### src/cim_map.svh
// register addresses, field positions, reset values and timings
`ifndef CIM_MAP_SVH
`define CIM_MAP_SVH

// register addresses
`define ADDR_STATUS     8'h00
`define ADDR_DATA       8'h01
`define ADDR_ERR_EN     8'h07
`define ADDR_CLK_CNT    8'h08
`define MAP_FIRST       8'h00
`define MAP_LAST        8'h4f

// error-enable field positions
`define EN_ROM_BIT      0
`define EN_MAP_BIT      1
`define EN_XFER_BIT     2
`define EN_CNT_BIT      10

// reset values
`define ERR_EN_RESET    24'h000000
`define CLK_CNT_RESET   8'h00

// timing
`define CLK_PERIOD_NS   100
`define CHK_PERIOD_NS   426600
`define REF_HZ          10000000
`define MCLK_HZ         76800
`define MCLK_PER_COUNT  131

// map checksum polynomial and seed
`define CRC_POLY        8'h07
`define CRC_SEED        8'hff

`endif

### src/cim_pkg.sv
// shared types of the configuration integrity monitor
package cim_pkg;

    // error flags, one per reported check
    typedef struct packed {
        logic xfer_chk;
        logic map_crc;
        logic rom;
    } err_flags_t;

    // causes that force a new reference checksum
    typedef struct packed {
        logic host_wr;
        logic cal;
        logic mode_idle;
        logic cont_off;
    } refresh_ev_t;

    // scan sequencer states
    typedef enum logic [2:0] {
        S_IDLE = 3'b001,
        S_SCAN = 3'b010,
        S_DONE = 3'b100
    } scan_state_t;

endpackage

### src/config_integrity_monitor.sv
// configuration integrity monitor: checks, map crc and clock counter
//
// Operation
// transfer checksum is checked only while its enable bit is one
// enable bit 1 runs periodic map crc; mismatch sets map crc flag
// map crc skips read-only locations: status, data, clock counter
// map crc recomputed and compared every 426.6 us while enabled
// legitimate map writes recompute the stored reference crc
// refresh on host write, calibration, single-to-idle, read exit
// rom check always started at power-up regardless of enables
// enable bit 0 gates rom failure reporting; resets to zero
// clock counter at 0x08 resets to zero, reads live count
// counter steps every 131 master pulses and wraps at maximum
// host sets counter enable before trusting the count
// failed write checksum sets flag; host reads back to confirm
// map crc flag stays set until software clears it
`timescale 1ns/1ps
`default_nettype none
`include "cim_map.svh"

module config_integrity_monitor
#(
    parameter int unsigned CHK_CYCLES = `CHK_PERIOD_NS / `CLK_PERIOD_NS
)
(
    // clock and reset
    input  wire logic               i_ref_clk,
    input  wire logic               i_rst,
    // register port
    input  wire logic               i_wr_en,
    input  wire logic               i_wr_chk_ok,
    input  wire logic               i_rd_en,
    input  wire logic [7:0]         i_addr,
    input  wire logic [23:0]        i_wdata,
    output logic                    o_wr_commit,
    output logic                    o_rd_valid,
    output logic      [23:0]        o_rdata,
    // map scan port
    output logic      [7:0]         o_scan_addr,
    input  wire logic [23:0]        i_scan_data,
    // adc activity
    input  wire logic               i_cal_done,
    input  wire logic               i_mode_single,
    input  wire logic               i_mode_idle,
    input  wire logic               i_continuous_read_bit,
    // rom check
    output logic                    o_rom_check_start,
    input  wire logic               i_rom_done,
    input  wire logic               i_rom_fail,
    // error register flags
    input  wire cim_pkg::err_flags_t i_err_clr,
    output cim_pkg::err_flags_t     o_err_flags,
    output logic                    o_xfer_chk_active
);

    localparam logic [12:0] CHK_LAST = 13'(CHK_CYCLES - 1);

    logic [23:0]           err_en_r;
    cim_pkg::err_flags_t   err_r;
    cim_pkg::scan_state_t  state_r;
    cim_pkg::refresh_ev_t  ev;
    logic [7:0]            scan_addr_r;
    logic                  ref_mode_r;
    logic [7:0]            ref_crc_r;
    logic [7:0]            crc;
    logic                  refresh_pend_r;
    logic                  chk_pend_r;
    logic [12:0]           timer_r;
    logic                  chk_tick;
    logic                  cmp_fail;
    logic                  take;
    logic                  mode_single_r;
    logic                  continuous_read_bit_r;
    logic                  rom_started_r;
    logic                  rom_fail_r;
    logic                  xfer_bad;
    logic                  any_ev;
    logic [7:0]            clk_count;

    // ****************************************************************
    // register port
    // ****************************************************************

    // read-only locations never take part in the map checksum
    function automatic logic is_ro(input logic [7:0] a);
        return (a == `ADDR_STATUS) || (a == `ADDR_DATA) ||
               (a == `ADDR_CLK_CNT);
    endfunction

    assign o_xfer_chk_active = err_en_r[`EN_XFER_BIT];
    // a bad checksum only matters while checking is switched on
    assign xfer_bad    = i_wr_en && o_xfer_chk_active
                         && !i_wr_chk_ok;
    assign o_wr_commit = i_wr_en && !xfer_bad;

    // error-enable register, written only by committed writes
    always_ff @(posedge i_ref_clk or posedge i_rst)
    begin
        if (i_rst)
            err_en_r <= `ERR_EN_RESET;
        else if (o_wr_commit && i_addr == `ADDR_ERR_EN)
            err_en_r <= i_wdata;
    end

    // read data registered, one cycle after the request
    always_ff @(posedge i_ref_clk or posedge i_rst)
    begin
        if (i_rst)
        begin
            o_rdata    <= 24'h000000;
            o_rd_valid <= 1'b0;
        end
        else
        begin
            o_rd_valid <= i_rd_en;
            if (!i_rd_en)
                o_rdata <= o_rdata;
            else if (i_addr == `ADDR_CLK_CNT)
                o_rdata <= {16'h0000, clk_count};
            else if (i_addr == `ADDR_ERR_EN)
                o_rdata <= err_en_r;
            else
                o_rdata <= 24'h000000;
        end
    end

    // ****************************************************************
    // refresh causes
    // ****************************************************************

    // previous levels for fall detection
    always_ff @(posedge i_ref_clk or posedge i_rst)
    begin
        if (i_rst)
        begin
            mode_single_r <= 1'b0;
            continuous_read_bit_r   <= 1'b0;
        end
        else
        begin
            mode_single_r <= i_mode_single;
            continuous_read_bit_r   <= i_continuous_read_bit;
        end
    end

    // every legitimate change of map contents refreshes the reference
    always_comb
    begin
        ev.host_wr   = o_wr_commit;
        ev.cal       = i_cal_done;
        ev.mode_idle = mode_single_r && i_mode_idle;
        ev.cont_off  = continuous_read_bit_r && !i_continuous_read_bit;
    end
    assign any_ev = |ev;

    // pending refresh; reset sets it so a reference exists at start
    always_ff @(posedge i_ref_clk or posedge i_rst)
    begin
        if (i_rst)
            refresh_pend_r <= 1'b1;
        else if (any_ev)
            refresh_pend_r <= 1'b1;
        else if (state_r == cim_pkg::S_IDLE)
            refresh_pend_r <= 1'b0;
    end

    // ****************************************************************
    // periodic check timer
    // ****************************************************************

    // free period counter, stopped while the check is off
    always_ff @(posedge i_ref_clk or posedge i_rst)
    begin
        if (i_rst)
            timer_r <= 13'h0000;
        else if (!err_en_r[`EN_MAP_BIT] || chk_tick)
            timer_r <= 13'h0000;
        else
            timer_r <= timer_r + 13'h0001;
    end
    assign chk_tick = err_en_r[`EN_MAP_BIT]
                      && (timer_r == CHK_LAST);

    // a tick waits while a refresh scan is busy
    always_ff @(posedge i_ref_clk or posedge i_rst)
    begin
        if (i_rst)
            chk_pend_r <= 1'b0;
        else if (chk_tick)
            chk_pend_r <= 1'b1;
        else if (state_r == cim_pkg::S_IDLE && !refresh_pend_r)
            chk_pend_r <= 1'b0;
    end

    // ****************************************************************
    // scan sequencer
    // ****************************************************************

    // a map change during a compare scan aborts it, since the
    // old reference no longer describes the map
    always_ff @(posedge i_ref_clk or posedge i_rst)
    begin
        if (i_rst)
        begin
            state_r     <= cim_pkg::S_IDLE;
            scan_addr_r <= `MAP_FIRST;
            ref_mode_r  <= 1'b0;
        end
        else
        begin
            case (state_r)
                cim_pkg::S_IDLE:
                begin
                    scan_addr_r <= `MAP_FIRST;
                    if (refresh_pend_r || any_ev)
                    begin
                        ref_mode_r <= 1'b1;
                        state_r    <= cim_pkg::S_SCAN;
                    end
                    else if (chk_pend_r && err_en_r[`EN_MAP_BIT])
                    begin
                        ref_mode_r <= 1'b0;
                        state_r    <= cim_pkg::S_SCAN;
                    end
                end
                cim_pkg::S_SCAN:
                begin
                    if (any_ev)
                        state_r <= cim_pkg::S_IDLE;
                    else if (scan_addr_r == `MAP_LAST)
                        state_r <= cim_pkg::S_DONE;
                    else
                        scan_addr_r <= scan_addr_r + 8'h01;
                end
                cim_pkg::S_DONE:
                    state_r <= cim_pkg::S_IDLE;
                default:
                    state_r <= cim_pkg::S_IDLE;
            endcase
        end
    end

    assign o_scan_addr = scan_addr_r;
    assign take = (state_r == cim_pkg::S_SCAN) && !any_ev
                  && !is_ro(scan_addr_r);

    map_crc_engine u_crc
    (
        .i_ref_clk (i_ref_clk),
        .i_rst     (i_rst),
        .i_clear   (state_r == cim_pkg::S_IDLE),
        .i_take    (take),
        .i_word    (i_scan_data),
        .o_crc     (crc)
    );

    // reference store at the end of a refresh scan
    always_ff @(posedge i_ref_clk or posedge i_rst)
    begin
        if (i_rst)
            ref_crc_r <= `CRC_SEED;
        else if (state_r == cim_pkg::S_DONE && ref_mode_r)
            ref_crc_r <= crc;
    end

    assign cmp_fail = (state_r == cim_pkg::S_DONE) && !ref_mode_r
                      && (crc != ref_crc_r) && !any_ev;

    // ****************************************************************
    // rom check at power-up
    // ****************************************************************

    // start pulse in the first cycle after reset, independent of enables
    always_ff @(posedge i_ref_clk or posedge i_rst)
    begin
        if (i_rst)
            rom_started_r <= 1'b0;
        else
            rom_started_r <= 1'b1;
    end
    assign o_rom_check_start = !rom_started_r;

    // failure kept whether or not it is reported
    always_ff @(posedge i_ref_clk or posedge i_rst)
    begin
        if (i_rst)
            rom_fail_r <= 1'b0;
        else if (i_rom_done && i_rom_fail)
            rom_fail_r <= 1'b1;
    end

    // ****************************************************************
    // error flags; a set in the clearing cycle wins
    // ****************************************************************

    always_ff @(posedge i_ref_clk or posedge i_rst)
    begin
        if (i_rst)
            err_r <= '0;
        else
        begin
            if (cmp_fail && err_en_r[`EN_MAP_BIT])
                err_r.map_crc <= 1'b1;
            else if (i_err_clr.map_crc)
                err_r.map_crc <= 1'b0;
            if (rom_fail_r && err_en_r[`EN_ROM_BIT])
                err_r.rom <= 1'b1;
            else if (i_err_clr.rom)
                err_r.rom <= 1'b0;
            if (xfer_bad)
                err_r.xfer_chk <= 1'b1;
            else if (i_err_clr.xfer_chk)
                err_r.xfer_chk <= 1'b0;
        end
    end
    assign o_err_flags = err_r;

    // ****************************************************************
    // clock counter
    // ****************************************************************

    // host must enable before reading a meaningful count
    clock_tick_counter u_cnt
    (
        .i_ref_clk (i_ref_clk),
        .i_rst     (i_rst),
        .i_enable  (err_en_r[`EN_CNT_BIT]),
        .o_count   (clk_count)
    );
endmodule // config_integrity_monitor
`default_nettype wire

### src/map_crc_engine.sv
// crc-8 accumulator over 24-bit map words, one word per cycle
`timescale 1ns/1ps
`default_nettype none
`include "cim_map.svh"

module map_crc_engine
(
    // clock and reset
    input  wire logic        i_ref_clk,
    input  wire logic        i_rst,
    // word stream
    input  wire logic        i_clear,
    input  wire logic        i_take,
    input  wire logic [23:0] i_word,
    // result
    output logic      [7:0]  o_crc
);

    // bitwise crc over one word, msb first
    function automatic logic [7:0] crc_word(input logic [7:0] c,
                                            input logic [23:0] w);
        logic [7:0] r;
        r = c;
        for (int i = 23; i >= 0; i--)
        begin
            if (r[7] ^ w[i])
                r = {r[6:0], 1'b0} ^ `CRC_POLY;
            else
                r = {r[6:0], 1'b0};
        end
        return r;
    endfunction

    // accumulator; clear takes priority so a new scan starts clean
    always_ff @(posedge i_ref_clk or posedge i_rst)
    begin
        if (i_rst)
            o_crc <= `CRC_SEED;
        else if (i_clear)
            o_crc <= `CRC_SEED;
        else if (i_take)
            o_crc <= crc_word(o_crc, i_word);
    end
endmodule // map_crc_engine
`default_nettype wire

### src/clock_tick_counter.sv
// master-clock activity counter with its own clock divider
`timescale 1ns/1ps
`default_nettype none
`include "cim_map.svh"

module clock_tick_counter
(
    // clock and reset
    input  wire logic       i_ref_clk,
    input  wire logic       i_rst,
    // control
    input  wire logic       i_enable,
    // count value
    output logic      [7:0] o_count
);

    localparam int unsigned MCLK_DIV = `REF_HZ / `MCLK_HZ;
    localparam logic [7:0] DIV_LAST = 8'(MCLK_DIV - 1);
    localparam logic [7:0] PER_LAST = 8'(`MCLK_PER_COUNT - 1);

    logic [7:0] div_r;
    logic [7:0] per_r;
    logic       mclk_en;
    logic       step;

    // nominal master clock as a one-cycle enable
    always_ff @(posedge i_ref_clk or posedge i_rst)
    begin
        if (i_rst)
            div_r <= 8'h00;
        else if (div_r == DIV_LAST)
            div_r <= 8'h00;
        else
            div_r <= div_r + 8'h01;
    end
    assign mclk_en = (div_r == DIV_LAST);

    // master-clock pulses per count step
    always_ff @(posedge i_ref_clk or posedge i_rst)
    begin
        if (i_rst)
            per_r <= 8'h00;
        else if (i_enable && mclk_en)
            per_r <= (per_r == PER_LAST) ? 8'h00 : per_r + 8'h01;
    end
    assign step = i_enable && mclk_en && (per_r == PER_LAST);

    // count wraps naturally from its maximum to zero
    always_ff @(posedge i_ref_clk or posedge i_rst)
    begin
        if (i_rst)
            o_count <= `CLK_CNT_RESET;
        else if (step)
            o_count <= o_count + 8'h01;
    end
endmodule // clock_tick_counter
`default_nettype wire

### config.mk
export PLATFORM = sky130hd
export DESIGN_NAME = config_integrity_monitor
export DESIGN_NICKNAME = d
export VERILOG_FILES = /design/src/cim_pkg.sv /design/src/config_integrity_monitor.sv /design/src/map_crc_engine.sv /design/src/clock_tick_counter.sv
export VERILOG_INCLUDE_DIRS = /design/src
export SDC_FILE = /design/constraint.sdc
export NUM_CORES = 1
export LEC_CHECK = 0
export ABC_AREA = 1
export BUFFER_PORTS_ARGS = -buffer_cell sky130_fd_sc_hd__buf_2
export CORE_ASPECT_RATIO = 0.9
export CORE_MARGIN = 3
export CORE_UTILIZATION = 55
export CTS_BUF_LIST = sky130_fd_sc_hd__clkbuf_8
export CTS_CLUSTER_SIZE = 10
export DETAILED_ROUTE_END_ITERATION = 6
export GPL_ROUTABILITY_DRIVEN = 0
export PLACE_DENSITY = 0.78
export SLEW_MARGIN = 5
export SYNTH_ARGS = -nofsm -noshare
export SYNTH_HDL_FRONTEND = slang
export SYNTH_SLANG_ARGS = --single-unit
### constraint.sdc
create_clock -name i_ref_clk -period 9.7 [get_ports i_ref_clk]
set_clock_uncertainty 0.1 [all_clocks]
set_input_delay 2.91 -clock i_ref_clk [delete_from_list [all_inputs] [get_ports i_ref_clk]]
set_output_delay 2.91 -clock i_ref_clk [all_outputs]
set_load 0.01 [all_outputs]
* Word-level counts from Yosys, hierarchy flattened
Cells that the tools add are included.
Storage, ports and cells: register bits after elaboration 123
Operators by class: bitwise gates (word level) 48, $add $sub $neg 5, mux-type cells 97, reduce and logical (&&, ||, !) cells 46, equal/unequal tests 16
Operators by type and width (count):
- 8-bit 2-to-1 mux | 52
- 3-bit 2-to-1 mux | 28
- 3-bit inverter | 24
- 24-bit 2-to-1 mux | 2
- 8-bit by 1-bit adder with 8-bit output, second input constant | 4
- 1-bit XOR | 24
- 1-bit logical AND | 20
- 8-bit by 4-bit equality test with 1-bit output, second input constant | 2
- 8-bit equality test, second input constant | 2
- 8-bit one-hot mux with 2 select lines | 1
- 2-bit nonzero test | 8
- 13-bit by 1-bit adder with 13-bit output, second input constant | 1
- 13-bit equality test, second input constant | 1
- 13-bit 2-to-1 mux | 1
- 1-bit 2-to-1 mux | 12
- 1-bit logical NOT | 9
- 8-bit by 1-bit equality test with 1-bit output, second input constant | 1
- 8-bit by 3-bit equality test with 1-bit output, second input constant | 1
- 8-bit by 7-bit equality test with 1-bit output, second input constant | 1
- 8-bit logical NOT | 1
- 8-bit != test | 1
- 3-bit != test, second input constant | 2
- 3-bit one-hot mux with 2 select lines | 1
- 1-bit logical OR | 4
- other kinds (7) | 9

* Logic depth before layout (Yosys ltp)
depth after elaboration 102, gate-level depth with buffers 23, gate-level depth less buffers 23

* Hierarchy
From an unflattened synthesis, not the netlist that was laid out.
Unflattened totals: cells, all modules 1018, area, all modules 7273.2 µm²
Modules (own cells, without submodules):
- config_integrity_monitor | cells each 518, area an instance 4294.1 µm², times used 1
- map_crc_engine | cells each 327, area an instance 1637.8 µm², times used 1
- clock_tick_counter | cells each 173, area an instance 1341.3 µm², times used 1

* Least setup slack after synthesis
Ideal clock, no wire load.
path kind input-to-output, from in i_wr_chk_ok, to out o_wr_commit, required time 6.690 ns, path buffers 0, setup slack 3.500 ns, cell stages on the path 3, arrival 3.190 ns, path through nand3b_1 nand2_1 inv_1
Between the ends: cells in the longest elaborated chain, start to end 4
Ends and longest elaborated chain:
- from (decl) | line config_integrity_monitor.sv:31 | input wire logic i_wr_chk_ok,
- 1-bit logical NOT | line config_integrity_monitor.sv:93 | && !i_wr_chk_ok;
- 1-bit logical AND | line config_integrity_monitor.sv:93
- 1-bit logical NOT | line config_integrity_monitor.sv:94 | assign o_wr_commit = i_wr_en && !xfer_bad;
- 1-bit logical AND | line config_integrity_monitor.sv:94
- to (decl) | line config_integrity_monitor.sv:35 | output logic o_wr_commit,
Every way passes these cells.

* Worst setup path after layout
Ends and elaborated chain as after synthesis.

==> qor.yml <==
dp_slack_ns: 3.27
fin_area_mm2: 0.00780
area_delta_synth_final_pct: 17.5
antenna_found_initial: 0
synth_nets: 895
final_common_cell: "nand2_1"
first_pass_iters: 5
clock_sinks: 123
io_buffer_count: 108
die_h_um: 110
cts.htree.levels: 4
dr_total_vias: 5489
place_area_mm2: 0.00733
syn_area_mm2: 0.00664
slew_headroom_pct: 31.0
synth_compound_area_share_pct: 6.99
most-common-layout-cells: "197 x nand2_1, 122 x inv_1, 108 x buf_2, 105 x dfrtp_1, 72 x nand3_1"
setup_violations: 0
final-hold-violation-count: 0
cts_buffers: 17
worstPathRequired_ns: 6.69
initial_core_util_pct: 57.1
layout-drive-gt1-share_pct: 26.3
slew_violations: 0
critPathMaxStageDelay_ns: 0.16
fin_crit_sh_pct: 66.4
totalWireLength_mm: 13.9
grt_max_degree: 79
syn_inst: 815
period_needed_ns: 6.44
status: "finished clean"
fp.dieArea_mm2: 0.0134
syn_avg_cell_area_um2: 8.14
ff_latch_area_mm2: 0.00310
synth_top_family_by_area: "simple AND/OR/NAND/NOR gates"
ys_seq_elements: 123
multi_input_area_mm2: 0.00297
first_global_vias: 5185
grt_overflow: 0
p_leak_nw: 4.07
cp_top_family: "buffers and inverters"
startpoint: "i_wr_chk_ok"
total_power_mw: 1.57
post_drt_wl_per_cell_um: 12.7
dp_hpwl_mm: 10.4
clk_latency_ns: 0.43
grt_pass1_wl_mm: 23.4
worst-path-max-fanout: 3
core_mm2: 0.0116
hp-class: "flip-flop to flip-flop"
post_cts_buffers: 0
cts.path.max_buffers: 2
rsz0062_at_grt: "no"
diodes: 0
grt_usage_pct: 21.8
placementRows: 37
synthXorXnorAreaFrac_pct: 3.68
start_kind: "input port"
via_per_inst: 4.99
critPathArrivalTime_ns: 3.43
timing.fmax_mhz: 155
powerDensity_mw_per_mm2: 201
path_buf_inv: 3
critical_path.cell_chain: "buf_2, nand3b_1, nand2_1, inv_1, buf_2"
setup_slack_ns: 3.26
cts_root_buffer: "clkbuf_8"
peakVddDrop_v: 0.000127
worst_pin_slew_ns: 1.03
cts_tree: "yes"
synthAdderAreaFrac_pct: 1.89
worstHoldStart: "rom_fail_r"
tns_ns: 0
ant_nets: 0
synth-simple-area-share_pct: 27.9
crit_top_cell: "buf_2"
maxCapViolCount: 0
fillers: 970
die_x_um: 122
layout.nets: 1010
drc_errors: 0
synth_seq_area_share_pct: 46.7
io_pins: 109
synth_cell_types: 42
crit_type: "input port to output pin"
synth_mux_area_share_pct: 4.24
end_kind: "output pin"
hold_buffers: 0
yosysWarnings: 0
dr.first_iter.drc_count: 370
cp_slowest_cell: "nand3b_1"
cts_resized: 0
reg2reg_from: "state_r[0]"
clk_pin_slew_ns: 0.07
[path summary, 6_finish.rpt]
path	to	cells past startpoint	slack, ns
min in group asynchronous	timer_r[3]	2	2.44
worst min-delay path	rom_fail_r	2	0.36
max in group asynchronous	u_cnt.per_r[7]	3	5.72
worst min register to register	rom_fail_r	2	0.36
worst max register to register	o_scan_addr[7]	8	7.24
worst max-delay path	o_wr_commit	5	3.26
[metrics by stage]
stage	utilization, %	hold WS (ns)	std cells
after global placement	63.1	0.339	1067
after CTS	67.1	0.368	1099
after global routing	67.1	0.400	1099
final	67.1	0.360	1099
after detailed placement	63.1	0.349	1067
after floorplan	-	0.321	815
[sequential cells by signal (all words and copies together) (netlist names), 3 cells and up]
register and flops:
err_en_r 24, o_rdata 24, timer_r 13, o_scan_addr 8
ref_crc_r 8, u_cnt.div_r 8, u_cnt.o_count 8, u_cnt.per_r 8
u_crc.o_crc 8, o_err_flags 3, state_r 3
[kinds of logic after synthesis]
group,after synthesis
buffers and inverters,149
DFF,123
adders and majority gates,10
and+or+nand+nor,396
muxes,25
AOI/OAI and AO/OA,84
xor gates and xnor gates,27
other,1
[power by group]
group / total [mW] / switching [mW] / internal (mW)
sequential: 0.590 / 0.0306 / 0.559
clock: 0.529 / 0.218 / 0.312
combinational: 0.446 / 0.290 / 0.156
total: 1.57 / 0.538 / 1.03
[metal layers]
layer / up-vias / wire length [um] / GRT usage, %
li1: 2842 / - / -
met1: 2536 / 6380 / 28.3
met2: 99 / 6740 / 36.6
met3: 12 / 644 / 5.71
met4: 0 / 167 / 6.08
met5: - / 0 / 0
[synthesized netlist by cell type, drive strengths merged]
library cell / instances / share of area [%]
o221ai: 2 / 0.26
xor2: 12 / 1.7
a31oi: 1 / 0.094
nor4: 8 / 0.75
o21ai: 39 / 2.9
a21oi: 29 / 2.2
inv: 135 / 7.6
o31ai: 1 / 0.11
clkbuf: 12 / 0.68
nand2: 238 / 15
nand3: 74 / 5.7
nor2: 31 / 1.8
nor3: 21 / 1.7
o211ai: 6 / 0.68
and3: 2 / 0.19
nor3b: 7 / 0.87
conb: 1 / 0.056
dfrtp: 105 / 40
xnor2: 15 / 2.0
ha: 10 / 1.9
or2: 1 / 0.094
mux2: 25 / 4.2
dfstp: 18 / 7.1
nand4: 9 / 0.85
o22ai: 2 / 0.19
and2: 1 / 0.094
nand3b: 4 / 0.45
a22oi: 1 / 0.11
buf: 2 / 0.23
o21bai: 2 / 0.23
o2111ai: 1 / 0.13
[cell type report]
cell class | instances | share of cell area, %
clock inverter | 15 | 3.03
inverter | 135 | 6.53
sequential | 123 | 39.7
multi-input combinational | 543 | 38.1
clock buffer | 17 | 3.00
timing repair buffer | 110 | 7.12
tap | 156 | 2.50
[worst register-to-register path, stage by stage, from the launching register on]
cell     delay, ns
dfstp_2       0.55
nand3_1       0.25
inv_1         0.45
nor2_1        0.19
inv_1         0.13
nand3_1       0.11
nor3_1        0.30
and3_1        0.22
nor3_1        0.04
No activity file was read; power rests on OpenSTA's default activity.
